===== src/adc_seq_consts.svh =====
`ifndef ADC_SEQ_CONSTS_SVH
`define ADC_SEQ_CONSTS_SVH
// ***********************************
// Register offsets and field layout
// ***********************************
`define CCO_OFFSET      8'h04
`define STAT_OFFSET     8'h00
`define CCO_RESET       32'h0000_0000
`define CCO_WMASK       32'h00CF_FFFF
`define CCO_WMASK_SLAVE 32'h00C0_FFFF
`define BIT_WREG        23
`define BIT_WINJ        22
`define PMODE_HI        19
`define PMODE_LO        16
`define CNT_HI          15
`define CNT_LO          13
`define BIT_IBURST      12
`define BIT_RBURST      11
`define BIT_AUTO        10
`define BIT_WSGL        9
`define BIT_SCAN        8
`define BIT_IIE         7
`define BIT_WIE         6
`define BIT_CIE         5
`define WCH_HI          4
`define WCH_LO          0
`define ST_WATCH        0
`define ST_DONE         1
`define ST_IDONE        2
`define WCH_MAX         5'h11
`endif


===== src/adc_seq_pkg.sv =====
`default_nettype none
package adc_seq_pkg;
	// Pair operating modes
	typedef enum logic [3:0] {
		PM_INDEP      = 4'h0,
		PM_REG_INJ    = 4'h1,
		PM_REG_ALT    = 4'h2,
		PM_INJ_FAST   = 4'h3,
		PM_INJ_SLOW   = 4'h4,
		PM_INJ_ONLY   = 4'h5,
		PM_REG_ONLY   = 4'h6,
		PM_FAST_ONLY  = 4'h7,
		PM_SLOW_ONLY  = 4'h8,
		PM_ALT_ONLY   = 4'h9
	} pair_mode_t;
	// Sequencer states
	typedef enum logic [1:0] {S_IDLE, S_REG, S_INJ} seq_state_t;
endpackage
`default_nettype wire


===== src/adc_sequencer_control.sv =====
// Operation
// - Regular watchdog checks only when bit 23 set
// - Injected watchdog checks only when bit 22 set
// - Pair mode codes zero to two decoded
// - Pair mode codes three to five decoded
// - Pair mode codes six to nine; rest unused
// - Pair mode exists only on master
// - Config change in pair mode restarts conversion
// - Regular burst converts count field plus one channels; injected burst converts one
// - Bit 12 makes injected group burst
// - Bit 11 makes regular group burst
// - Bit 10 chains injected after regular
// - Bit 9 limits watchdog to one channel
// - Scan bit converts whole sequence
// - Scan raises done only after last channel or a watchdog abort
// - Injected done flag raises interrupt if enabled
// - Watchdog flag raises interrupt if enabled
// - Watchdog aborts scan only when enabled
// - Done flag raises interrupt if enabled
// - Watch channel field selects channels 0..17
// - Channels 16, 17 internal or grounded
// - Done flag set per channel without scan, cleared by software/read
// - Watchdog flag set on crossing, software clears
`include "adc_seq_consts.svh"
`default_nettype none
module adc_sequencer_control
	import adc_seq_pkg::*;
#(
	parameter bit IS_MASTER = 1'b1
) (
	input  wire logic        core_clk_i,     // Converter clock
	input  wire logic        nrst_i,         // Async reset, active low
	input  wire logic [7:0]  addr_i,         // Register byte address
	input  wire logic [31:0] wdata_i,        // Write data
	input  wire logic        wr_i,           // Write strobe
	input  wire logic        rd_i,           // Read strobe
	output logic      [31:0] rdata_o,        // Read data, one cycle later
	input  wire logic        data_read_i,    // Data register read pulse
	input  wire logic        reg_trig_i,     // Regular group trigger
	input  wire logic        inj_trig_i,     // Injected group trigger
	input  wire logic [3:0]  reg_len_i,      // Regular sequence length minus one
	input  wire logic [1:0]  inj_len_i,      // Injected sequence length minus one
	input  wire logic        conv_done_i,    // One channel conversion finished
	input  wire logic [4:0]  conv_ch_i,      // Channel just converted
	input  wire logic        out_of_range_i, // Result outside thresholds
	input  wire logic        cfg_change_i,   // Channel configuration changed
	output logic             conv_start_o,   // Start one channel conversion
	output logic      [4:0]  seq_pos_o,      // Position within the sequence
	output logic             seq_inj_o,      // Current group is injected
	output logic      [3:0]  pair_mode_o,    // Effective pair mode
	output logic             restart_o,      // Conversion restart pulse
	output logic             int_ch_en_o,    // Channels 16/17 internal sources
	output logic             irq_o           // Interrupt request
);
	// ***********************************
	// Register file
	// ***********************************
	logic [31:0] ctrl_ff;
	logic        done_ff;
	logic        idone_ff;
	logic        watch_ff;
	logic [31:0] wmask;
	logic        wr_ctrl;
	logic        wr_stat;

	// Reserved bits dropped on write; slave has no pair mode to hold
	assign wmask   = IS_MASTER ? `CCO_WMASK : `CCO_WMASK_SLAVE;
	assign wr_ctrl = wr_i && (addr_i == `CCO_OFFSET);
	assign wr_stat = wr_i && (addr_i == `STAT_OFFSET);

	// Control register; reserved bits never stored
	always_ff @(posedge core_clk_i or negedge nrst_i) begin
		if (!nrst_i) begin
			ctrl_ff <= `CCO_RESET;
		end else if (wr_ctrl) begin
			ctrl_ff <= wdata_i & wmask;
		end
	end

	// ***********************************
	// Control fields
	// ***********************************
	logic       watch_reg_enable;
	logic       watch_inj_enable;
	logic       injected_burst_enable;
	logic       regular_burst_enable;
	logic       auto_injected_after_regular;
	logic       watch_single_channel;
	logic       scan_enable;
	logic       injected_done_irq_enable;
	logic       watch_irq_enable;
	logic       conversion_done_irq_enable;
	logic [2:0] burst_channel_count;
	logic [4:0] watch_channel_select;
	logic [3:0] pair_mode_select;

	// Named views of the stored control bits
	assign watch_reg_enable            = ctrl_ff[`BIT_WREG];
	assign watch_inj_enable            = ctrl_ff[`BIT_WINJ];
	assign pair_mode_select            = ctrl_ff[`PMODE_HI:`PMODE_LO];
	assign burst_channel_count         = ctrl_ff[`CNT_HI:`CNT_LO];
	assign injected_burst_enable       = ctrl_ff[`BIT_IBURST];
	assign regular_burst_enable        = ctrl_ff[`BIT_RBURST];
	assign auto_injected_after_regular = ctrl_ff[`BIT_AUTO];
	assign watch_single_channel        = ctrl_ff[`BIT_WSGL];
	assign scan_enable                 = ctrl_ff[`BIT_SCAN];
	assign injected_done_irq_enable    = ctrl_ff[`BIT_IIE];
	assign watch_irq_enable            = ctrl_ff[`BIT_WIE];
	assign conversion_done_irq_enable  = ctrl_ff[`BIT_CIE];
	assign watch_channel_select        = ctrl_ff[`WCH_HI:`WCH_LO];

	// Pair mode decode; unused codes fall back to independent
	pair_mode_t mode_dec;
	always_comb begin
		unique case (pair_mode_select)
			4'h0: mode_dec = PM_INDEP;
			4'h1: mode_dec = PM_REG_INJ;
			4'h2: mode_dec = PM_REG_ALT;
			4'h3: mode_dec = PM_INJ_FAST;
			4'h4: mode_dec = PM_INJ_SLOW;
			4'h5: mode_dec = PM_INJ_ONLY;
			4'h6: mode_dec = PM_REG_ONLY;
			4'h7: mode_dec = PM_FAST_ONLY;
			4'h8: mode_dec = PM_SLOW_ONLY;
			4'h9: mode_dec = PM_ALT_ONLY;
			default: mode_dec = PM_INDEP;
		endcase
	end

	// ***********************************
	// Sequencer
	// ***********************************
	seq_state_t  state_ff;
	logic [3:0]  pos_ff;
	logic [3:0]  burst_ff;
	logic        busy_ff;
	logic        inj_pend_ff;
	logic        last_ch;
	logic        burst_end;
	logic        watch_hit;
	logic        abort_scan;
	logic        guard_ch;
	logic        grp_end;

	// Without scan every channel is the last of its group
	assign last_ch   = !scan_enable || (state_ff == S_INJ ? pos_ff[1:0] == inj_len_i
	                                                       : pos_ff == reg_len_i);
	// Regular burst ends after count plus one channels, injected burst after one
	assign burst_end = (state_ff == S_REG && regular_burst_enable && burst_ff == {1'b0, burst_channel_count})
	                || (state_ff == S_INJ && injected_burst_enable);
	// Reserved channel codes never match, so nothing is guarded then
	assign guard_ch  = !watch_single_channel || (conv_ch_i == watch_channel_select
	                                             && watch_channel_select <= `WCH_MAX);
	assign watch_hit = conv_done_i && out_of_range_i && guard_ch
	                && ((state_ff == S_REG && watch_reg_enable)
	                 || (state_ff == S_INJ && watch_inj_enable));
	assign abort_scan = watch_hit && watch_irq_enable && scan_enable;
	assign grp_end   = conv_done_i && (last_ch || abort_scan);

	// Group state
	always_ff @(posedge core_clk_i or negedge nrst_i) begin
		if (!nrst_i) begin
			state_ff <= S_IDLE;
		end else if (restart_o) begin
			state_ff <= S_IDLE;
		end else begin
			unique case (state_ff)
				S_IDLE: begin
					if (inj_trig_i || inj_pend_ff) begin
						state_ff <= S_INJ;
					end else if (reg_trig_i) begin
						state_ff <= S_REG;
					end
				end
				S_REG: begin
					if (grp_end && auto_injected_after_regular && !abort_scan) begin
						state_ff <= S_INJ;
					end else if (grp_end || (conv_done_i && burst_end)) begin
						state_ff <= S_IDLE;
					end
				end
				S_INJ: begin
					if (conv_done_i && (grp_end || burst_end)) begin
						state_ff <= S_IDLE;
					end
				end
				default: begin
					// Unused code; fall back to idle
					state_ff <= S_IDLE;
				end
			endcase
		end
	end

	// Sequence position; regular position survives a burst pause with no injected group
	always_ff @(posedge core_clk_i or negedge nrst_i) begin
		if (!nrst_i) begin
			pos_ff <= 4'h0;
		end else if (restart_o) begin
			pos_ff <= 4'h0;
		end else if (state_ff == S_IDLE && (inj_trig_i || inj_pend_ff)) begin
			pos_ff <= 4'h0;
		end else if (conv_done_i && state_ff != S_IDLE) begin
			pos_ff <= grp_end ? 4'h0 : pos_ff + 4'h1;
		end
	end

	// Burst length counter, cleared by each trigger taken in idle
	// Four bits wide; compared with the 3-bit count zero-extended, at most seven
	always_ff @(posedge core_clk_i or negedge nrst_i) begin
		if (!nrst_i) begin
			burst_ff <= 4'h0;
		end else if (restart_o || (state_ff == S_IDLE && (inj_trig_i || inj_pend_ff || reg_trig_i))) begin
			burst_ff <= 4'h0;
		end else if (conv_done_i && state_ff != S_IDLE) begin
			burst_ff <= burst_ff + 4'h1;
		end
	end

	// Injected trigger remembered while regular runs
	always_ff @(posedge core_clk_i or negedge nrst_i) begin
		if (!nrst_i) begin
			inj_pend_ff <= 1'b0;
		end else if (inj_trig_i && state_ff == S_REG) begin
			inj_pend_ff <= 1'b1;
		end else if (state_ff == S_IDLE) begin
			inj_pend_ff <= 1'b0;
		end
	end

	// One start per channel; never two in a row
	always_ff @(posedge core_clk_i or negedge nrst_i) begin
		if (!nrst_i) begin
			conv_start_o <= 1'b0;
		end else begin
			conv_start_o <= state_ff != S_IDLE && !busy_ff && !conv_start_o && !restart_o;
		end
	end

	// Busy from start until the converter reports done
	always_ff @(posedge core_clk_i or negedge nrst_i) begin
		if (!nrst_i) begin
			busy_ff <= 1'b0;
		end else if (conv_start_o) begin
			busy_ff <= 1'b1;
		end else if (conv_done_i || restart_o) begin
			busy_ff <= 1'b0;
		end
	end

	// ***********************************
	// Status flags and interrupt
	// ***********************************
	logic set_done;
	logic set_idone;
	// In scan mode done flags wait for the group end
	assign set_done  = conv_done_i && state_ff != S_IDLE && (!scan_enable || grp_end);
	assign set_idone = conv_done_i && state_ff == S_INJ && grp_end;

	// Set wins over clear so no event is lost
	always_ff @(posedge core_clk_i or negedge nrst_i) begin
		if (!nrst_i) begin
			done_ff <= 1'b0;
		end else if (set_done) begin
			done_ff <= 1'b1;
		end else if ((wr_stat && !wdata_i[`ST_DONE]) || data_read_i) begin
			done_ff <= 1'b0;
		end
	end

	// Injected done flag; a written zero clears it
	always_ff @(posedge core_clk_i or negedge nrst_i) begin
		if (!nrst_i) begin
			idone_ff <= 1'b0;
		end else if (set_idone) begin
			idone_ff <= 1'b1;
		end else if (wr_stat && !wdata_i[`ST_IDONE]) begin
			idone_ff <= 1'b0;
		end
	end

	// Watch flag; only software clears it
	always_ff @(posedge core_clk_i or negedge nrst_i) begin
		if (!nrst_i) begin
			watch_ff <= 1'b0;
		end else if (watch_hit) begin
			watch_ff <= 1'b1;
		end else if (wr_stat && !wdata_i[`ST_WATCH]) begin
			watch_ff <= 1'b0;
		end
	end

	// Registered interrupt; one cycle behind the flags
	// A flag and its enable must both be set
	always_ff @(posedge core_clk_i or negedge nrst_i) begin
		if (!nrst_i) begin
			irq_o <= 1'b0;
		end else begin
			irq_o <= (done_ff && conversion_done_irq_enable)
			      || (idone_ff && injected_done_irq_enable)
			      || (watch_ff && watch_irq_enable);
		end
	end

	// ***********************************
	// Pair mode outputs and read port
	// ***********************************
	// Slave keeps pair mode at independent
	always_ff @(posedge core_clk_i or negedge nrst_i) begin
		if (!nrst_i) begin
			pair_mode_o <= 4'h0;
			restart_o   <= 1'b0;
			int_ch_en_o <= 1'b0;
			seq_pos_o   <= 5'h00;
			seq_inj_o   <= 1'b0;
		end else begin
			pair_mode_o <= IS_MASTER ? mode_dec : PM_INDEP;
			restart_o   <= cfg_change_i && mode_dec != PM_INDEP;
			int_ch_en_o <= IS_MASTER;
			seq_pos_o   <= {1'b0, pos_ff};
			seq_inj_o   <= state_ff == S_INJ;
		end
	end

	// Read data valid the cycle after the strobe; unmapped reads zero
	always_ff @(posedge core_clk_i or negedge nrst_i) begin
		if (!nrst_i) begin
			rdata_o <= 32'h0000_0000;
		end else if (rd_i && addr_i == `CCO_OFFSET) begin
			rdata_o <= ctrl_ff;
		end else if (rd_i && addr_i == `STAT_OFFSET) begin
			rdata_o <= {29'h0, idone_ff, done_ff, watch_ff};
		end else begin
			rdata_o <= 32'h0000_0000;
		end
	end
endmodule
`default_nettype wire


===== config.mk =====
export PLATFORM = sky130hd
export DESIGN_NAME = adc_sequencer_control
export DESIGN_NICKNAME = d
export VERILOG_FILES = /design/src/adc_seq_pkg.sv /design/src/adc_sequencer_control.sv
export VERILOG_INCLUDE_DIRS = /design/src
export SDC_FILE = /design/constraint.sdc
export NUM_CORES = 1
export LEC_CHECK = 0
export BUFFER_PORTS_ARGS = -buffer_cell sky130_fd_sc_hd__buf_2
export CAP_MARGIN = 20
export CORE_MARGIN = 2
export CORE_UTILIZATION = 45
export CTS_BUF_LIST = sky130_fd_sc_hd__clkbuf_4 sky130_fd_sc_hd__clkbuf_8 sky130_fd_sc_hd__clkbuf_16
export DETAILED_ROUTE_END_ITERATION = 10
export PLACE_DENSITY = 0.75
export RECOVER_POWER = 50
export SYNTH_ARGS = -nofsm -noshare
export SYNTH_HDL_FRONTEND = slang
export SYNTH_SLANG_ARGS = --single-unit

===== constraint.sdc =====
create_clock -name core_clk_i -period 1.74 [get_ports core_clk_i]
set_clock_uncertainty 0.2 [all_clocks]
set_input_delay 0.087 -clock core_clk_i [delete_from_list [all_inputs] [get_ports core_clk_i]]
set_output_delay 0.087 -clock core_clk_i [all_outputs]
set_load 0.02 [all_outputs]

# Yosys cells after proc, flatten, opt, wreduce, memory -nomap -nowiden
# Memory sizes are Yosys's and may differ from the RTL's.
# Cells that the tools add are included.
# totals
mem_bits_rw	0
mem_count	1
wordCells	130
reg_bits	82
romBits	64
latchBits	0
input_bits	61
# classes
mux	26
magnitude_cmp	1
add_sub_neg	2
n_bitwise	0
n_shift	0
multipliers	0
div	0
n_reduce_logical	73
eq_ne	10
# memory_table
memory	depth	width	rd	rd_clocked_by_memory_dff	wr	line	text
(name not given)	16	4	1	0	0	adc_sequencer_control.sv:115	unique case (pair_mode_select)
# ops
op	n
1-bit logical AND	37
24-bit 2-to-1 mux	1
4-bit 2-to-1 mux	6
1-bit logical OR	15
2-bit nonzero test	7
2-bit 2-to-1 mux	6
1-bit 2-to-1 mux	11
1-bit logical NOT	9
4-bit by 1-bit adder with 4-bit output, second input constant	2
8-bit by 3-bit equality test with 1-bit output, second input constant	1
8-bit logical NOT	1
2-bit one-hot mux with 3 select lines	1
5-bit equality test	1
5-bit less-or-equal comparator, second input constant	1
4-bit by 3-bit equality test with 1-bit output	1
4-bit equality test	1
4-bit by 2-bit != test with 1-bit output, second input constant	1
4-bit != test, second input constant	1
4-bit nonzero test	1
3-bit 2-to-1 mux	1
3-bit != test, second input constant	1
3-bit AND reduction	1
3-bit nonzero test	1
2-bit by 1-bit equality test with 1-bit output, second input constant	1
other kinds (3)	3

# Depth between registers and ports, before layout
# logic_depth
ltp_word	14
mapped_depth	7

# Least setup slack after synthesis
# OpenSTA, ideal clock, no wires.
# synth_timing
path_kind	reg-to-reg
from	register ctrl_ff[2]
to	register pos_ff[2]
t_required_ns	1.414
n_path_buf	0
t_arrival_ns	1.600
synth_period_minus_slack_ns	1.926
slack_ns	-0.186
stages_incl_launch_ff	6
cell_sequence	dfrtp_1 nor4b_2 a22oi_1 o41ai_4 a211oi_1 a221o_1
# synth_via
elab_chain_len	13
elab_cells_between_ends	14
# synth_rtl
item	line	text
start, declared	adc_sequencer_control.sv:58	logic [31:0] ctrl_ff;
start signal, assigned	adc_sequencer_control.sv:74	ctrl_ff <= `CCO_RESET;
start signal, assigned	adc_sequencer_control.sv:76	ctrl_ff <= wdata_i & wmask;
5-bit less-or-equal comparator (no source line) or 5-bit equality test (tied branches)	n/a	
1-bit logical AND (no source line) *	n/a	
1-bit logical OR *	adc_sequencer_control.sv:152	assign guard_ch = !watch_single_channel || (conv_ch_i == watch_channel_select
1-bit logical AND *	adc_sequencer_control.sv:154	assign watch_hit = conv_done_i && out_of_range_i && guard_ch
1-bit logical AND *	adc_sequencer_control.sv:155	&& ((state_ff == S_REG && watch_reg_enable)
1-bit logical AND * (2 in a row)	adc_sequencer_control.sv:157	assign abort_scan = watch_hit && watch_irq_enable && scan_enable;
1-bit logical OR *	adc_sequencer_control.sv:158	assign grp_end = conv_done_i && (last_ch || abort_scan);
1-bit logical AND *	adc_sequencer_control.sv:158	
4-bit 2-to-1 mux *	adc_sequencer_control.sv:204	pos_ff <= grp_end ? 4'h0 : pos_ff + 4'h1;
4-bit 2-to-1 mux *	adc_sequencer_control.sv:203	end else if (conv_done_i && state_ff != S_IDLE) begin
4-bit 2-to-1 mux *	adc_sequencer_control.sv:201	end else if (state_ff == S_IDLE && (inj_trig_i || inj_pend_ff)) begin
4-bit 2-to-1 mux *	adc_sequencer_control.sv:199	end else if (restart_o) begin
end signal, assigned	adc_sequencer_control.sv:204	
end, declared	adc_sequencer_control.sv:134	logic [3:0] pos_ff;
# Mark *: on every way between the ends. The rest lies on a longest branch, timed or not. The select of a mux whose other input is x is not followed.
# A chain may end at the register's enable or synchronous reset.

# Final worst setup path
# Ends and elaborated chain as after synthesis.

==> impl_metrics.toml <==
[placement]
placed_cells = 463
gp_congestion = 0.838
dp_hpwl_um = 5000
numPortBuffers = 85

[timing]
rsz0062_at_grt = "yes"
tightest_slew_ps = 957
fin_crit_sh_pct = 118
hold_viol = 0
fin_crit_ps = 2050
whs_ps = 16.0
final.setup.worst_slack_ps = -306
setup_violations = 9
fmax_mhz = 489
drv_slew = 0
slew-limit-headroom_pct = 36.2

[setup_path]
reg2reg_depth = 6
reg2reg_slack_ps = -310
reg2reg_from = "ctrl_ff[2]"
cpPeakStageDelay_ps = 410
cp_top_family = "compound AO/OA/AOI/OAI gates"
path_buf_inv = 2
worst_setup_path_end_kind = "register"
crit_chain = "buf_4 -> xor2_1 -> o41ai_4 -> buf_4 -> a211oi_2 -> a221o_1"
cp.required_ps = 1780
crit_fanout = 4
reg2reg_to = "pos_ff[2]"
crit_start = "ctrl_ff[2]"
critPathMostFrequentCell = "buf_4"
crit_type = "reg2reg"
crit_arrival_ps = 2080
cp_slowest_cell = "dfrtp_1"
worstSetupStartpointType = "register"

[min_path]
hold_path.class = "in2reg"
holdPathStages = 5
hold_path_end = "burst_ff[1]"
hp-start = "conv_done_i"

[detailed_routing]
route.met2.wl_um = 3770
drt_drc_violations_left = 0
num_vias = 2499
met3_length_um = 412
drt-met1-wl_um = 3260
ant_nets = 0
drtPass1Iterations = 4
drt_first_iter_violations = 117
highest_layer = "met4"
vias_per_cell = 4.86
wl_per_cell_um = 14.9
wl_um = 7670

[clock_network]
cts_root_buf = "clkbuf_8"
worstSkewPairLatency_ps = 350
cts_buffers = 9
clk_pin_slew_ps = 80
cts.path.max_buffers = 2
clkSinkCount = 72
cts_tree = "built"
htree_num_levels = 3

[job]
cap_viol_max_count = 0

[power]
p_total_mw = 4.53
p_per_area_nw_per_um2 = 990
vdd_drop_max_mv = 0.484
leakagePower_nw = 2.46

[layout]
diodes = 0
drive_gt1_share_pct = 40.0
syn2layout_area_growth_pct = 40.7
layout.nets = 476
stdcell_count = 514
nFillCells = 526

[synthesis]
yosysUniqueCellTypes = 53
synth_flop_cell = "dfrtp_1"
syn-instance-count = 259
netlist_area_um2 = 3250
synth_top_area_share_pct = 55.5
synth_edf_count = 0
avgSynthCellArea_um2 = 12.5
synth_seq_cells = 72
synthTopCellsByArea = "dfrtp_1 (55%), mux2_4 (9.2%), and2_1 (3.9%)"
async_flop_share_pct = 100
yosys_warnings = 0
ys_seq_area_share_pct = 55.5
synth_top_area_cell = "dfrtp_1"

[grt]
grt_pass1_vias = 2644
grt_first_pass_wirelength_um = 12200
grtUsageTotal_pct = 20.6
grt_max_degree = 40
antenna_found_initial = 0
gr-total-overflow = 0

[die]
die_h_um = 89.0
dieArea_um2 = 7910
std_cell_rows = 30
floorplan.initialDensity_pct = 47.0
design.core.area_um2 = 6910
die_w_um = 89.0
io_pins = 107

[outcome]
violations = "setup timing"
status = "complete, but fails checks"
[final cells by class]
type / count / area (um^2) / area share [%]
multi-input cells: 173 / 1380 / 30.2
clock buffers: 10 / 138 / 3.01
clock inverters: 6 / 92.6 / 2.03
well taps: 96 / 120 / 2.63
repair buffers: 151 / 1010 / 22.2
inverters: 6 / 22.5 / 0.493
flip-flops and latches: 72 / 1800 / 39.4
[worst register-to-register path: cells and delay by family (launching register included)]
family / cells / cell delay [ps]
XOR/XNOR: 1 / 180
buffers and inverters: 2 / 360
flip-flops: 1 / 410
AO/OA/AOI/OAI: 3 / 780
[metal layers]
metal  up-vias  global-route usage, %
met3        20                   4.52
met2        93                   34.9
met4         0                   10.4
li1       1174                      -
met1      1212                   24.8
met5         -                      0
[repair_timing]
action	4_1_cts	5_1_grt
hold endpoints to repair	108	0
endpoints found under the setup margin	10	11
hold buffers	32	0
pin swaps	6	2
setup buffers	3	0
resized for setup	6	5
[per-stage QoR]
stage                     TNS [ps]  setup WS, ps  utilization [%]  area [um^2]
after detailed placement     -5830          -243             57.7         3980
after global routing         -2740          -383             66.2         4570
after global placement       -4530          -172             57.7         3980
after CTS                    -1240          -218             66.2         4570
final                        -1970          -306             66.2         4570
after floorplan               -899          -179                -         3300
[cell usage in the layout (no fill, tap or decap), types with 2 or more instances in the layout]
cell | synthesis | layout
mux2_4 | 20 | 20
buf_12 | 0 | 2
mux2_2 | 3 | 3
conb_1 | 2 | 12
buf_4 | 11 | 28
clkinv_4 | 0 | 2
clkbuf_8 | 0 | 10
bufinv_16 | 0 | 2
nor2_4 | 1 | 2
a22o_1 | 2 | 2
xor2_1 | 11 | 11
a21o_1 | 3 | 3
nor3_1 | 2 | 2
a21oi_1 | 8 | 7
inv_1 | 6 | 6
xnor2_1 | 6 | 5
o21ai_0 | 10 | 7
nor2b_1 | 7 | 7
clkbuf_1 | 2 | 6
and3_1 | 2 | 2
ha_1 | 2 | 2
nor2_1 | 15 | 13
nand2_1 | 12 | 12
dlygate4sd3_1 | 0 | 32
clkinvlp_4 | 0 | 2
dfrtp_1 | 72 | 72
nand3b_1 | 2 | 2
and2_1 | 20 | 19
mux2i_1 | 3 | 3
nand3_1 | 4 | 4
buf_2 | 2 | 81
o21ai_1 | 0 | 3
[state kept, by name, summed over array words and instances (netlist names), 2 cells and up]
signal       cells
burst_ff         4
ctrl_ff         22
pair_mode_o      4
pos_ff           4
rdata_o         22
seq_pos_o        4
state_ff         2
[logic make-up (layout without fill, tap and decap cells)]
group,after synthesis,count (layout),synth area share [%]
AND/OR/NAND/NOR,78,78,14.2
flip-flops,72,72,55.5
AO/OA/AOI/OAI,38,38,8.75
multiplexers,26,26,11.2
buffers and inverters,24,173,4.82
XOR/XNOR,17,17,4.58
adder cells (fa/ha/maj),2,2,0.770
other,2,12,0.231
[how the worst max path moves through the flow]
stage,endpoint,slack [ps],cells after the start
2_1_floorplan,pos_ff[2],-180,5
3_3_place_gp,pos_ff[2],-170,5
3_5_place_dp,pos_ff[2],-240,5
4_1_cts,pos_ff[2],-220,6
5_1_grt,pos_ff[2],-380,6
6_report,pos_ff[2],-310,6
[synthesized netlist by cell type, drive strengths merged, types with 2 or more instances]
library cell	instances
a21o	3
a21oi	8
a22o	2
and2	20
and3	2
buf	16
clkbuf	2
conb	2
dfrtp	72
ha	2
inv	6
mux2	23
mux2i	3
nand2	12
nand2b	2
nand3	5
nand3b	2
nor2	16
nor2b	7
nor3	2
nor4	2
nor4b	2
o21ai	10
or4	2
xnor2	6
xor2	11
[power by group]
part / internal, mW / switching (mW) / total [mW]
Sequential: 1.80 / 0.117 / 1.92
Clock: 0.850 / 0.654 / 1.50
Combinational: 0.553 / 0.551 / 1.10
(Power assumes the default switching activity.)
